<file path="src/design/cadence_tuning_pkg.sv">
/*
  Shared constants for the cadence and motion tuning register bank:
  register indices, reset values and field positions.
  Assumes word-aligned AHB-Lite access, byte address = index * 4.
*/
package cadence_tuning_pkg;
  localparam int unsigned ADDR_LSB = 2;
  localparam logic [4:0] IDX_CONTROL = 5'h00;
  localparam logic [4:0] IDX_STATUS = 5'h01;
  localparam logic [4:0] IDX_DIFF_COUNT = 5'h04;
  localparam logic [4:0] IDX_PD_LOCK = 5'h05;
  localparam logic [4:0] IDX_PD_UNLOCK = 5'h06;
  localparam logic [4:0] IDX_DIFF_THRESH = 5'h07;
  localparam logic [4:0] IDX_LINE_RATIO = 5'h08;
  localparam logic [4:0] IDX_NOISE_SHIFT = 5'h09;
  localparam logic [4:0] IDX_PAIR_LOCK = 5'h0a;
  localparam logic [4:0] IDX_PAIR_UNLOCK = 5'h0b;
  localparam logic [4:0] IDX_COMB_THRESH = 5'h0c;
  localparam logic [4:0] IDX_MOTION_SHIFT = 5'h0e;
  localparam logic [4:0] IDX_DEBUG = 5'h10;
  localparam logic [4:0] IDX_CADENCE_CFG = 5'h11;

  localparam logic [7:0] RST_PD_LOCK = 8'h06;
  localparam logic [7:0] RST_PD_UNLOCK = 8'h04;
  localparam logic [7:0] RST_DIFF_THRESH = 8'h10;
  localparam logic [7:0] RST_LINE_RATIO = 8'h04;
  localparam logic [7:0] RST_NOISE_SHIFT = 8'h05;
  localparam logic [3:0] RST_PAIR_LOCK = 4'h6;
  localparam logic [3:0] RST_PAIR_UNLOCK = 4'h4;
  localparam logic [7:0] RST_COMB_THRESH = 8'h10;
  localparam logic [7:0] RST_MOTION_SHIFT = 8'h00;
  localparam logic [2:0] RST_DEBUG = 3'h0;
  localparam logic RST_CADENCE_ON = 1'b1;

  localparam int unsigned DBG_VISUALIZE = 0;
  localparam int unsigned DBG_BOB_ONLY = 1;
  localparam int unsigned DBG_WEAVE_ONLY = 2;
  localparam logic [2:0] PULLDOWN_PERIOD_LAST = 3'h4;
  localparam logic [7:0] PINK_CHROMA = 8'hff;

  typedef enum logic [0:0] {
    LOCK_IDLE = 1'b0,
    LOCK_HELD = 1'b1
  } lock_state_type;
endpackage

</file>
<file path="src/design/cadence_lock_tracker.sv">
/*
  Field-rate lock tracker: a confidence counter that rises on fields that
  show the cadence and falls on fields that break it.
  Assumes field_done is a one-cycle pulse per field.
*/
`timescale 1ns/1ps
module cadence_lock_tracker (
  input wire logic hclk,
  input wire logic hresetn,
  input wire logic enable,
  input wire logic field_done,
  input wire logic evidence,
  input wire logic [7:0] lock_thresh,
  input wire logic [7:0] unlock_thresh,
  output logic locked
);
  cadence_tuning_pkg::lock_state_type state_reg;
  logic [7:0] conf_reg;
  logic [7:0] conf_next;

  always_comb begin
    conf_next = conf_reg;
    if (evidence && conf_reg != 8'hff) begin
      conf_next = conf_reg + 8'h01;
    end else if (!evidence && conf_reg != 8'h00) begin
      conf_next = conf_reg - 8'h01;
    end
  end

  always_ff @(posedge hclk or negedge hresetn) begin
    if (!hresetn) begin
      conf_reg <= 8'h00;
      state_reg <= cadence_tuning_pkg::LOCK_IDLE;
    end else if (!enable) begin
      conf_reg <= 8'h00;
      state_reg <= cadence_tuning_pkg::LOCK_IDLE;
    end else if (field_done) begin
      conf_reg <= conf_next;
      case (state_reg)
        cadence_tuning_pkg::LOCK_IDLE: begin
          // A higher lock threshold demands more agreeing fields
          if (conf_next >= lock_thresh) begin
            state_reg <= cadence_tuning_pkg::LOCK_HELD;
          end
        end
        cadence_tuning_pkg::LOCK_HELD: begin
          // Unlock close to lock means a short run of misses drops it
          if (conf_next < unlock_thresh) begin
            state_reg <= cadence_tuning_pkg::LOCK_IDLE;
          end
        end
        default: state_reg <= cadence_tuning_pkg::LOCK_IDLE;
      endcase
    end
  end

  assign locked = state_reg == cadence_tuning_pkg::LOCK_HELD;
endmodule // cadence_lock_tracker

</file>
<file path="src/design/cadence_motion_tuning_regs.sv">
/*
  Cadence and motion tuning register bank with its field-rate cadence
  evidence, lock trackers and per-pixel bob/weave and debug overlay.
  Assumes an AHB-Lite master with single word transfers and a video
  front end that pulses field_start, line_valid and pixel_valid.
*/
// The implementer's own choice: the AHB-Lite slave port.

`timescale 1ns/1ps
module cadence_motion_tuning_regs (
  input wire logic hclk,
  input wire logic hresetn,
  input wire logic hsel,
  input wire logic [31:0] haddr,
  input wire logic [1:0] htrans,
  input wire logic hwrite,
  input wire logic [2:0] hsize,
  input wire logic [31:0] hwdata,
  input wire logic hready,
  output logic hreadyout,
  output logic hresp,
  output logic [31:0] hrdata,
  input wire logic field_start,
  input wire logic [10:0] field_lines,
  input wire logic line_valid,
  input wire logic [15:0] line_diff_raw,
  input wire logic [7:0] line_comb_score,
  input wire logic pixel_valid,
  input wire logic [15:0] pixel_sad_raw,
  input wire logic [7:0] pixel_y,
  input wire logic [7:0] pixel_cb,
  input wire logic [7:0] pixel_cr,
  output logic out_valid,
  output logic [7:0] out_y,
  output logic [7:0] out_cb,
  output logic [7:0] out_cr,
  output logic out_weave,
  output logic pulldown_locked,
  output logic pair_locked,
  output logic running
);
  // Register storage
  logic go_reg;
  logic run_reg;
  logic [7:0] diff_count_reg;
  logic [7:0] pd_lock_reg;
  logic [7:0] pd_unlock_reg;
  logic [7:0] diff_thresh_reg;
  logic [7:0] line_ratio_reg;
  logic [7:0] noise_shift_reg;
  logic [3:0] pair_lock_reg;
  logic [3:0] pair_unlock_reg;
  logic [7:0] comb_thresh_reg;
  logic [7:0] motion_shift_reg;
  logic [2:0] debug_reg;
  logic cadence_on_reg;

  // Bus data phase state
  logic wr_pending_reg;
  logic [4:0] wr_index_reg;
  logic addr_ok_reg;
  logic take;
  logic [4:0] a_index;
  logic a_ok;
  logic [31:0] rd_value;

  // Field-rate cadence state
  logic in_field_reg;
  logic [10:0] line_diff_acc_reg;
  logic [10:0] comb_acc_reg;
  logic [2:0] phase_reg;
  logic prev_comb_reg;
  logic field_done;
  logic diff_hit;
  logic comb_hit;
  logic [10:0] needed_lines;
  logic [10:0] still_lines;
  logic repeat_field;
  logic comb_field;
  logic pd_evidence;
  logic pair_evidence;

  // Pixel path
  logic [15:0] motion_scaled;
  logic [7:0] motion_level;

  // Zero wait states: every register answers in the data phase, so the
  // bank never stretches a transfer and never signals an error
  assign hreadyout = 1'b1;
  assign hresp = 1'b0;
  assign take = hsel && htrans[1] && hready;
  // Index from the word address; the upper bits are checked by a_ok
  assign a_index = haddr[cadence_tuning_pkg::ADDR_LSB +: 5];
  // Anything outside the word-aligned map reads zero and is not stored
  assign a_ok = (haddr[31:7] == 25'h0) && (haddr[1:0] == 2'b00);

  // Narrow fields sit in the low bits; everything above reads zero
  always_comb begin
    rd_value = 32'h0000_0000;
    case (a_index)
      cadence_tuning_pkg::IDX_CONTROL: rd_value = {31'h0, go_reg};
      cadence_tuning_pkg::IDX_STATUS: rd_value = {31'h0, run_reg};
      cadence_tuning_pkg::IDX_DIFF_COUNT: rd_value = {24'h0, diff_count_reg};
      cadence_tuning_pkg::IDX_PD_LOCK: rd_value = {24'h0, pd_lock_reg};
      cadence_tuning_pkg::IDX_PD_UNLOCK: rd_value = {24'h0, pd_unlock_reg};
      cadence_tuning_pkg::IDX_DIFF_THRESH: rd_value = {24'h0, diff_thresh_reg};
      cadence_tuning_pkg::IDX_LINE_RATIO: rd_value = {24'h0, line_ratio_reg};
      cadence_tuning_pkg::IDX_NOISE_SHIFT: rd_value = {24'h0, noise_shift_reg};
      cadence_tuning_pkg::IDX_PAIR_LOCK: rd_value = {28'h0, pair_lock_reg};
      cadence_tuning_pkg::IDX_PAIR_UNLOCK: rd_value = {28'h0, pair_unlock_reg};
      cadence_tuning_pkg::IDX_COMB_THRESH: rd_value = {24'h0, comb_thresh_reg};
      cadence_tuning_pkg::IDX_MOTION_SHIFT: rd_value = {24'h0, motion_shift_reg};
      cadence_tuning_pkg::IDX_DEBUG: rd_value = {29'h0, debug_reg};
      cadence_tuning_pkg::IDX_CADENCE_CFG: rd_value = {31'h0, cadence_on_reg};
      default: rd_value = 32'h0000_0000;
    endcase
  end

  // Read data is captured in the address phase so it stands in the data phase
  always_ff @(posedge hclk or negedge hresetn) begin
    if (!hresetn) begin
      hrdata <= 32'h0000_0000;
    end else if (take && !hwrite) begin
      hrdata <= a_ok ? rd_value : 32'h0000_0000;
    end
  end

  // Address phase held for the write that lands one cycle later; it is
  // refreshed on every ready cycle so a stale write can never replay
  always_ff @(posedge hclk or negedge hresetn) begin
    if (!hresetn) begin
      wr_pending_reg <= 1'b0;
      wr_index_reg <= 5'h00;
      addr_ok_reg <= 1'b0;
    end else if (hready) begin
      wr_pending_reg <= take && hwrite;
      wr_index_reg <= a_index;
      addr_ok_reg <= a_ok;
    end
  end

  // Register writes land at the end of the data phase
  always_ff @(posedge hclk or negedge hresetn) begin
    if (!hresetn) begin
      go_reg <= 1'b0;
      pd_lock_reg <= cadence_tuning_pkg::RST_PD_LOCK;
      pd_unlock_reg <= cadence_tuning_pkg::RST_PD_UNLOCK;
      diff_thresh_reg <= cadence_tuning_pkg::RST_DIFF_THRESH;
      line_ratio_reg <= cadence_tuning_pkg::RST_LINE_RATIO;
      noise_shift_reg <= cadence_tuning_pkg::RST_NOISE_SHIFT;
      pair_lock_reg <= cadence_tuning_pkg::RST_PAIR_LOCK;
      pair_unlock_reg <= cadence_tuning_pkg::RST_PAIR_UNLOCK;
      comb_thresh_reg <= cadence_tuning_pkg::RST_COMB_THRESH;
      motion_shift_reg <= cadence_tuning_pkg::RST_MOTION_SHIFT;
      debug_reg <= cadence_tuning_pkg::RST_DEBUG;
      cadence_on_reg <= cadence_tuning_pkg::RST_CADENCE_ON;
    end else if (wr_pending_reg && addr_ok_reg) begin
      // Indices 13, 15 and every read-only index fall to the default
      case (wr_index_reg)
        cadence_tuning_pkg::IDX_CONTROL: go_reg <= hwdata[0];
        cadence_tuning_pkg::IDX_PD_LOCK: pd_lock_reg <= hwdata[7:0];
        cadence_tuning_pkg::IDX_PD_UNLOCK: pd_unlock_reg <= hwdata[7:0];
        cadence_tuning_pkg::IDX_DIFF_THRESH: diff_thresh_reg <= hwdata[7:0];
        cadence_tuning_pkg::IDX_LINE_RATIO: line_ratio_reg <= hwdata[7:0];
        cadence_tuning_pkg::IDX_NOISE_SHIFT: noise_shift_reg <= hwdata[7:0];
        cadence_tuning_pkg::IDX_PAIR_LOCK: pair_lock_reg <= hwdata[3:0];
        cadence_tuning_pkg::IDX_PAIR_UNLOCK: pair_unlock_reg <= hwdata[3:0];
        cadence_tuning_pkg::IDX_COMB_THRESH: comb_thresh_reg <= hwdata[7:0];
        cadence_tuning_pkg::IDX_MOTION_SHIFT: motion_shift_reg <= hwdata[7:0];
        cadence_tuning_pkg::IDX_DEBUG: debug_reg <= hwdata[2:0];
        cadence_tuning_pkg::IDX_CADENCE_CFG: cadence_on_reg <= hwdata[0];
        default: go_reg <= go_reg;
      endcase
    end
  end

  // Go is sampled only where control is read, at the field boundary
  always_ff @(posedge hclk or negedge hresetn) begin
    if (!hresetn) begin
      run_reg <= 1'b0;
    end else if (field_start) begin
      run_reg <= go_reg;
    end
  end

  assign running = run_reg;

  line_classifier classify (
    .diff_raw(line_diff_raw),
    .comb_score(line_comb_score),
    .motion_shift(motion_shift_reg),
    .noise_shift(noise_shift_reg),
    .diff_thresh(diff_thresh_reg),
    .comb_thresh(comb_thresh_reg),
    .diff_hit(diff_hit),
    .comb_hit(comb_hit)
  );

  // A field closes when the next one starts; the first start closes nothing
  assign field_done = field_start && in_field_reg;

  always_ff @(posedge hclk or negedge hresetn) begin
    if (!hresetn) begin
      in_field_reg <= 1'b0;
    end else if (field_start) begin
      in_field_reg <= go_reg;
    end
  end

  // Counts saturate at 11'h7ff instead of wrapping
  always_ff @(posedge hclk or negedge hresetn) begin
    if (!hresetn) begin
      line_diff_acc_reg <= 11'h000;
      comb_acc_reg <= 11'h000;
    end else if (field_start) begin
      line_diff_acc_reg <= 11'h000;
      comb_acc_reg <= 11'h000;
    end else if (line_valid && run_reg) begin
      if (diff_hit && line_diff_acc_reg != 11'h7ff) begin
        line_diff_acc_reg <= line_diff_acc_reg + 11'h001;
      end
      if (comb_hit && comb_acc_reg != 11'h7ff) begin
        comb_acc_reg <= comb_acc_reg + 11'h001;
      end
    end
  end

  // Snapshot once per field, saturated to the register width
  always_ff @(posedge hclk or negedge hresetn) begin
    if (!hresetn) begin
      diff_count_reg <= 8'h00;
    end else if (field_done) begin
      diff_count_reg <= (line_diff_acc_reg[10:8] != 3'h0) ? 8'hff :
        line_diff_acc_reg[7:0];
    end
  end

  // A ratio of 11 or more needs no lines at all, so every field then
  // counts as a repeat; software should keep the ratio small
  always_comb begin
    needed_lines = field_lines >> line_ratio_reg;
    still_lines = (field_lines > line_diff_acc_reg) ?
      field_lines - line_diff_acc_reg : 11'h000;
    repeat_field = still_lines >= needed_lines;
    comb_field = comb_acc_reg >= needed_lines;
    // A 3:2 repeat belongs exactly on the fifth field of the period
    pd_evidence = repeat_field == (phase_reg == cadence_tuning_pkg::PULLDOWN_PERIOD_LAST);
    // 2:2 content alternates combed and clean fields
    pair_evidence = comb_field != prev_comb_reg;
  end

  // A repeat field resynchronises the five-field phase to the film
  always_ff @(posedge hclk or negedge hresetn) begin
    if (!hresetn) begin
      phase_reg <= 3'h0;
      prev_comb_reg <= 1'b0;
    end else if (field_done) begin
      prev_comb_reg <= comb_field;
      if (repeat_field || phase_reg == cadence_tuning_pkg::PULLDOWN_PERIOD_LAST) begin
        phase_reg <= 3'h0;
      end else begin
        phase_reg <= phase_reg + 3'h1;
      end
    end
  end

  // One tracker design serves both cadences; the 4-bit 2:2 thresholds
  // are zero-extended so they compare on the same 8-bit scale
  cadence_lock_tracker pulldown_track (
    .hclk(hclk),
    .hresetn(hresetn),
    .enable(cadence_on_reg),
    .field_done(field_done),
    .evidence(pd_evidence),
    .lock_thresh(pd_lock_reg),
    .unlock_thresh(pd_unlock_reg),
    .locked(pulldown_locked)
  );

  cadence_lock_tracker pair_track (
    .hclk(hclk),
    .hresetn(hresetn),
    .enable(cadence_on_reg),
    .field_done(field_done),
    .evidence(pair_evidence),
    .lock_thresh({4'h0, pair_lock_reg}),
    .unlock_thresh({4'h0, pair_unlock_reg}),
    .locked(pair_locked)
  );

  // Saturate rather than wrap so heavy motion never reads as still
  always_comb begin
    motion_scaled = pixel_sad_raw >> motion_shift_reg;
    motion_level = (motion_scaled[15:8] != 8'h00) ? 8'hff : motion_scaled[7:0];
  end

  // One pipeline stage; bob-only wins when both force bits are set
  always_ff @(posedge hclk or negedge hresetn) begin
    if (!hresetn) begin
      out_valid <= 1'b0;
      out_y <= 8'h00;
      out_cb <= 8'h00;
      out_cr <= 8'h00;
      out_weave <= 1'b0;
    end else begin
      out_valid <= pixel_valid && run_reg;
      if (pixel_valid) begin
        if (debug_reg[cadence_tuning_pkg::DBG_BOB_ONLY]) begin
          out_weave <= 1'b0;
        end else if (debug_reg[cadence_tuning_pkg::DBG_WEAVE_ONLY]) begin
          out_weave <= 1'b1;
        end else begin
          out_weave <= (motion_level == 8'h00) || pulldown_locked || pair_locked;
        end
        if (debug_reg[cadence_tuning_pkg::DBG_VISUALIZE] && motion_level != 8'h00) begin
          out_y <= motion_level;
          out_cb <= cadence_tuning_pkg::PINK_CHROMA;
          out_cr <= cadence_tuning_pkg::PINK_CHROMA;
        end else begin
          out_y <= pixel_y;
          out_cb <= pixel_cb;
          out_cr <= pixel_cr;
        end
      end
    end
  end
endmodule // cadence_motion_tuning_regs

</file>
<file path="src/design/line_classifier.sv">
/*
  Per-line scoring: scales raw line differences and compares the 3:2 and
  2:2 detector scores against their thresholds. Purely combinational.
  Assumes the caller registers the hit flags where timing needs it.
*/
`timescale 1ns/1ps
module line_classifier (
  input wire logic [15:0] diff_raw,
  input wire logic [7:0] comb_score,
  input wire logic [7:0] motion_shift,
  input wire logic [7:0] noise_shift,
  input wire logic [7:0] diff_thresh,
  input wire logic [7:0] comb_thresh,
  output logic diff_hit,
  output logic comb_hit
);
  logic [15:0] scaled;
  logic [15:0] denoised;
  logic [7:0] score;

  always_comb begin
    scaled = diff_raw >> motion_shift;
    denoised = scaled >> noise_shift;
    // Saturate so a large difference never wraps below the threshold
    score = (denoised[15:8] != 8'h00) ? 8'hff : denoised[7:0];
    diff_hit = score >= diff_thresh;
    comb_hit = comb_score >= comb_thresh;
  end
endmodule // line_classifier

</file>
<file path="config.mk">
export PLATFORM = sky130hd
export DESIGN_NAME = cadence_motion_tuning_regs
export DESIGN_NICKNAME = d
export VERILOG_FILES = /design/src/design/cadence_tuning_pkg.sv /design/src/design/cadence_lock_tracker.sv /design/src/design/cadence_motion_tuning_regs.sv /design/src/design/line_classifier.sv
export SDC_FILE = /design/constraint.sdc
export NUM_CORES = 1
export LEC_CHECK = 0
export BUFFER_PORTS_ARGS = -buffer_cell sky130_fd_sc_hd__buf_2
export CORE_MARGIN = 2
export CORE_UTILIZATION = 55
export DETAILED_ROUTE_END_ITERATION = 12
export GPL_TIMING_DRIVEN = 1
export PLACE_DENSITY = 0.87
export SYNTH_ARGS = -nofsm -noshare
export SYNTH_HDL_FRONTEND = slang
export SYNTH_SLANG_ARGS = --single-unit
</file>
<file path="constraint.sdc">
create_clock -name hclk -period 7.3 [get_ports hclk]
set_input_delay 0.365 -clock hclk [delete_from_list [all_inputs] [get_ports hclk]]
set_output_delay 0.365 -clock hclk [all_outputs]
set_load 0.02 [all_outputs]
</file>
==> impl_metrics.json, run 1 <==
{
  "cpMostUsedCell": "o21ai_0",
  "status": "finished, violations left",
  "yosysWarningCount": 0,
  "synth_area_sq_um": 13200,
  "cts_buffers": 17,
  "drive_gt1_frac": 0.210,
  "async_flop_share": 1.00,
  "min_path_type": "input pin to asynchronous set/reset pin",
  "drt_iter0_drc": 1594,
  "clk_pin_slew_worst_paths_ns": 0.07,
  "ioPinCount": 215,
  "final.setup.tns_ns": 0,
  "fin_cells": 1924,
  "viasPerCell": 6.41,
  "antenna_found_initial": 0,
  "regArea_sq_um": 4100,
  "gp_congestion": 0.961,
  "netlist_instances": 1489,
  "fp.dieW_microns": 159,
  "maxSlewHeadroom": 0.0951,
  "critPathMaxFanout": 9,
  "antenna_left": 0,
  "p_leak_nw": 6.50,
  "grt-ovfl-total": 0,
  "grt_max_degree": 88,
  "total_power_mw": 2.37,
  "synth_top_area_cell": "dfrtp_1",
  "n_fill_cell": 1923,
  "grt_pass1_wl_microns": 59900,
  "cp.arrival_ns": 7.00,
  "core_sq_um": 23500,
  "wl_per_cell_microns": 19.2,
  "synth.most_common_cell": "nor2_1",
  "pwr_density_cell_nw_per_um2": 163,
  "rows": 56,
  "place_inst": 1892,
  "post-route-period-util": 0.915,
  "multi_input_area_sq_um": 8300,
  "worst_skew_pair.late_latency_ns": 0.43,
  "num_antenna_cells": 0,
  "cts_root_buffer": "clkbuf_16",
  "rsz0062_at_grt": "false",
  "crit_slowest_cell": "dfrtp_1",
  "synth_common_cells": "nor2_1 (152), dfrtp_1 (151), nand2_1 (127), o21ai_0 (100), ha_1 (82)",
  "tightestPinTransition_ns": 1.35,
  "port_buffers": 160,
  "area_growth_pct": 9.74,
  "cts_tree": "yes",
  "drtPass1Iterations": 6,
  "whs_ns": -0.000318,
  "yosys-top-cells-area": "dfrtp_1 (29%), ha_1 (7.7%), mux4_2 (5.4%), mux2_2 (5.3%), nor2_1 (4.3%)",
  "required_ns": 7.62,
  "synth_flop_cell": "dfrtp_1",
  "drv_cap": 0,
  "drcViolationCount": 0,
  "grt_pass1_vias": 12050,
  "crit_buf_inv": 3,
  "clock-sinks": 163,
  "wl_microns": 37000,
  "slew_violations": 0,
  "fin_nets": 1827,
  "violations": "hold timing",
  "ys_types": 92,
  "peakVddDrop_mv": 0.156,
  "finalHoldViolations": 1,
  "critical_path_class": "flop to flop",
  "synth_area_per_cell_sq_um": 8.90,
  "finClkSkew_ns": 0.0113,
  "setup_violations": 0,
  "crit_family": "compound AO/OA/AOI/OAI gates",
  "cts-htree-levels": 4,
  "cp-end-kind": "flop",
  "ys_ff_latch": 163,
  "dp_hpwl_microns": 27300,
  "fmax_ghz": 0.150,
  "critPathLaunchType": "flop",
  "synth_top_cell_area_share": 0.285,
  "synth-edff-count": 0,
  "slowest_delay_ns": 0.47,
  "finalCriticalPeriod_ns": 6.68,
  "track_usage": 0.287,
  "synth_sequential_area_ratio": 0.309,
  "die_area_sq_um": 25300,
  "initial_core_util": 0.563,
  "num_vias": 12334,
  "die_y_microns": 159,
  "ctsLongestPathBuffers": 2
}
[stage by stage]
step	cell area, sq um	utilization	worst slack (ns)
after floorplan	13300	-	1.24
final	14500	0.618	0.617
after global routing	14500	0.618	0.00136
after CTS	14500	0.617	0.582
after detailed placement	13900	0.592	0.629
after global placement	13900	0.592	1.01
[cell type report]
| cell class | count | area share |
|---|---|---|
| clock buffers | 19 | 0.0305 |
| repair buffers | 168 | 0.0596 |
| flip-flops and latches | 163 | 0.282 |
| inverters | 76 | 0.0196 |
| well taps | 319 | 0.0275 |
| multi-input cells | 1166 | 0.571 |
| clock inverters | 13 | 0.00998 |
[final timing paths]
| kind | start | endpoint | slack [ns] | depth (start not counted) |
|---|---|---|---|---|
| min reg2reg | hrdata[4] | hrdata[4] | 0.48 | 1 |
| min in group hclk | pixel_y[2] | out_y[2] | 0.16 | 2 |
| max in group asynchronous | hresetn | line_diff_acc_reg[8] | 5.82 | 2 |
| min | hresetn | pair_track.conf_reg[5] | -0.0003 | 1 |
| max | line_diff_acc_reg[1] | pulldown_track.locked | 0.62 | 34 |
| max reg2reg | line_diff_acc_reg[1] | pulldown_track.locked | 0.62 | 34 |
[power by group]
group	internal [mW]	total (mW)	leakage (nW)	switching, mW
Sequential	0.942	0.982	1.96	0.0396
Combinational	0.195	0.478	4.26	0.283
Clock	0.518	0.908	0.282	0.390
Total	1.66	2.37	6.50	0.713
[layer usage]
| layer | GRT usage | vias to the layer above | share of wire | wire, microns |
|---|---|---|---|---|
| met5 | 0 | - | 0 | 0 |
| met1 | 0.356 | 5973 | 0.39 | 14500 |
| met3 | 0.0435 | 123 | 0.071 | 2640 |
| li1 | - | 5603 | - | - |
| met2 | 0.499 | 635 | 0.50 | 18400 |
| met4 | 0.126 | 0 | 0.038 | 1410 |
[what timing repair did]
item	CTS	global route
buffers inserted	0	0
gates resized for setup	0	2
endpoints found under the setup margin	0	1
hold buffers	0	0
[logic make-up (layout without fill, tap and decap cells)]
family                     after synthesis  after routing  synth area share
AOI/OAI and AO/OA                      368            368             0.192
buffers and inverters                  184            276            0.0721
and+or+nand+nor                        528            528             0.193
DFF                                    163            163             0.309
other                                    2             26          0.000567
muxes                                  116            116             0.124
adders and majority gates               83             83            0.0790
xor gates and xnor gates                45             45            0.0298
[layout by cell type (no fill, tap or decap), types with 17 or more instances in the layout]
cell       netlist  routed
conb_1           2      26
mux2i_1         20      20
nand2_1        127     127
a21o_1          26      26
buf_2            7     159
nand2b_1        20      20
o21ai_0        100     100
mux2_2          62      62
mux4_2          32      32
nor4_1          20      20
ha_1            82      82
nor2_1         152     152
clkbuf_16        0      17
xnor2_1         36      35
nand3_1         49      49
inv_1           75      75
nor3_1          50      50
a21oi_1         60      60
a22oi_1         25      25
dfrtp_1        151     150
No activity file was read; power rests on OpenSTA's default activity.
==> inputs of run 2 (changes only) <==
--- a/config.mk
+++ b/config.mk
@@ -7,8 +7,10 @@
 export LEC_CHECK = 0
 export BUFFER_PORTS_ARGS = -buffer_cell sky130_fd_sc_hd__buf_2
+export CAP_MARGIN = 20
 export CORE_MARGIN = 2
 export CORE_UTILIZATION = 55
 export DETAILED_ROUTE_END_ITERATION = 12
 export GPL_TIMING_DRIVEN = 1
+export HOLD_SLACK_MARGIN = 0.1
 export PLACE_DENSITY = 0.87
 export SYNTH_ARGS = -nofsm -noshare
==> constraint.sdc (replaced) <==
create_clock -name hclk -period 7.3 [get_ports hclk]
set_input_delay 0.365 -clock hclk [delete_from_list [all_inputs] [get_ports hclk]]
set_output_delay 0.365 -clock hclk [all_outputs]
set_load 0.1 [all_outputs]
==> run 2 against run 1 <==
  * Register-to-register slack about the same
  * Critical endpoint unchanged
  * Sequential power about the same
  * The flow now finishes without violations
  * Sequential cell count unchanged
  * First-iteration DRC count decreased by 0.75%
  * Wire length decreased by 0.14%
  * Sequential share of layout area about the same
  * Core utilization increased by 0.11 points
  * Fmax decreased by 0.12%
  * Clock skew decreased by 0.0011 ns
==> impl_metrics.json, run 2 (synthesized netlist as in run 1, its figures left out) <==
{
  "status": "completed",
  "drcViolationCount": 0,
  "cts_root_buffer": "clkbuf_16",
  "cts-htree-levels": 4,
  "r2r_end": "pulldown_track.locked",
  "setup.worst_path.start": "line_diff_acc_reg[1]",
  "regToRegSetupSlack_ns": 0.61,
  "slew_violations": 0,
  "maxSlewHeadroom": 0.294,
  "p_leak_nw": 6.51,
  "viasPerCell": 6.39,
  "dp_hpwl_microns": 27300,
  "rows": 56,
  "wl_microns": 36900,
  "wl_per_cell_microns": 19.2,
  "gp_congestion": 0.961,
  "grt-ovfl-total": 0,
  "grt_pass1_vias": 12056,
  "required_ns": 7.61,
  "post-route-period-util": 0.917,
  "critPathMaxFanout": 9,
  "drive_gt1_frac": 0.211,
  "ctsLongestPathBuffers": 2,
  "initial_core_util": 0.563,
  "clock-sinks": 163,
  "drt_iter0_drc": 1582,
  "crit_slowest_cell": "dfrtp_1",
  "drv_cap": 0,
  "rsz0062_at_grt": "false",
  "grt_max_degree": 88,
  "pwr_density_cell_nw_per_um2": 172,
  "track_usage": 0.287,
  "hold_end": "out_y[2]",
  "slowest_delay_ns": 0.47,
  "mostFrequentLayoutCell": "buf_2",
  "worst_skew_pair.late_latency_ns": 0.43,
  "min_from": "pixel_y[2]",
  "area_growth_pct": 9.93,
  "antenna_found_initial": 0,
  "cp-end-kind": "flop",
  "post-cts-setup-buffers": 0,
  "min_path_type": "input pin to flop",
  "ioPinCount": 215,
  "port_buffers": 160,
  "min_delay_path_depth": 2,
  "place_inst": 1892,
  "grt_pass1_wl_microns": 59900,
  "fmax_ghz": 0.149,
  "cts_buffers": 17,
  "r2r-start": "line_diff_acc_reg[1]",
  "finClkSkew_ns": 0.0102,
  "fin_cells": 1927,
  "core_sq_um": 23500,
  "cp.arrival_ns": 7.00,
  "die_area_sq_um": 25300,
  "clk_pin_slew_worst_paths_ns": 0.07,
  "fin_nets": 1830,
  "critPathLaunchType": "flop",
  "final_cell_mix": "buf_2 (159), nor2_1 (152), dfrtp_1 (150)",
  "fp.dieW_microns": 159,
  "peakVddDrop_mv": 0.156,
  "critical_path_class": "flop to flop",
  "cts_tree": "yes",
  "setup_violations": 0,
  "num_antenna_cells": 0,
  "die_y_microns": 159,
  "final.setup.tns_ns": 0,
  "num_vias": 12315,
  "cpMostUsedCell": "o21ai_0",
  "drtPass1Iterations": 7,
  "antenna_left": 0,
  "fin_util": 0.619,
  "finalCriticalPeriod_ns": 6.69,
  "tightestPinTransition_ns": 1.06,
  "finalHoldViolations": 0,
  "rr_worst_depth": 34
}
==> run 2: changes by cell type in the layout (fill, tap and decap cells not counted), sizes merged <==
cell         change
clkbuf           +2
dlygate4sd3      +1
==> run 2: worst max path at each step <==
stage	cells after the start	to	slack [ns]
2_1_floorplan	34	pulldown_track.locked	1.20
3_3_place_gp	34	pulldown_track.locked	1.01
3_5_place_dp	34	pulldown_track.locked	0.63
4_1_cts	34	pulldown_track.locked	0.58
5_1_grt	34	pulldown_track.locked	0.001
6_report	34	pulldown_track.locked	0.61
==> run 2: final cells by class <==
cell class	count	area, sq um
fill	1922	8980
multi-input combinational	1166	8300
sequential	163	4100
timing repair buffer	171	892
clock buffer	19	443
tap	319	399
inverter	76	285
clock inverter	13	145
==> run 2: metrics by stage <==
step | hold WS (ns) | power (mW) | setup slack [ns] | instance area, sq um
CTS | 0.156 | 2.49 | 0.582 | 14500
global placement | 0.453 | 1.57 | 1.01 | 13900
global route | 0.156 | 2.60 | 0.00136 | 14600
detailed placement | 0.461 | 1.59 | 0.629 | 13900
finish | 0.160 | 2.50 | 0.609 | 14600
floorplan | 0.0694 | 1.44 | 1.20 | 13300
==> run 2: worst max-delay path, delay by kind of cell (launching register included) <==
family	cells	cell delay, ns
xor+xnor	1	0.25
fa+ha+maj	4	1.17
flops	1	0.47
buf+inv	3	0.38
simple gates	9	0.98
compound gates	17	3.33
==> run 2: where the power goes <==
group / total [mW] / internal, mW / switching [mW]
sequential: 0.981 / 0.942 / 0.0393
clock: 0.908 / 0.518 / 0.390
combinational: 0.608 / 0.195 / 0.413
total: 2.50 / 1.66 / 0.842
==> run 2: timing repair <==
action / 4_1_cts / 5_1_grt
endpoints found under the setup margin: 0 / 1
gates resized for setup: 0 / 2
hold buffers: 1 / 0
endpoints found under the hold margin: 82 / 0
==> run 2: metal layers <==
metal | routed length (microns) | share of wire | global-route usage | vias up
li1 | - | - | - | 5610
met1 | 14400 | 0.39 | 0.356 | 5920
met2 | 18400 | 0.50 | 0.499 | 665
met3 | 2680 | 0.072 | 0.0435 | 120
met4 | 1410 | 0.038 | 0.126 | 0
met5 | 0 | 0 | 0 | -
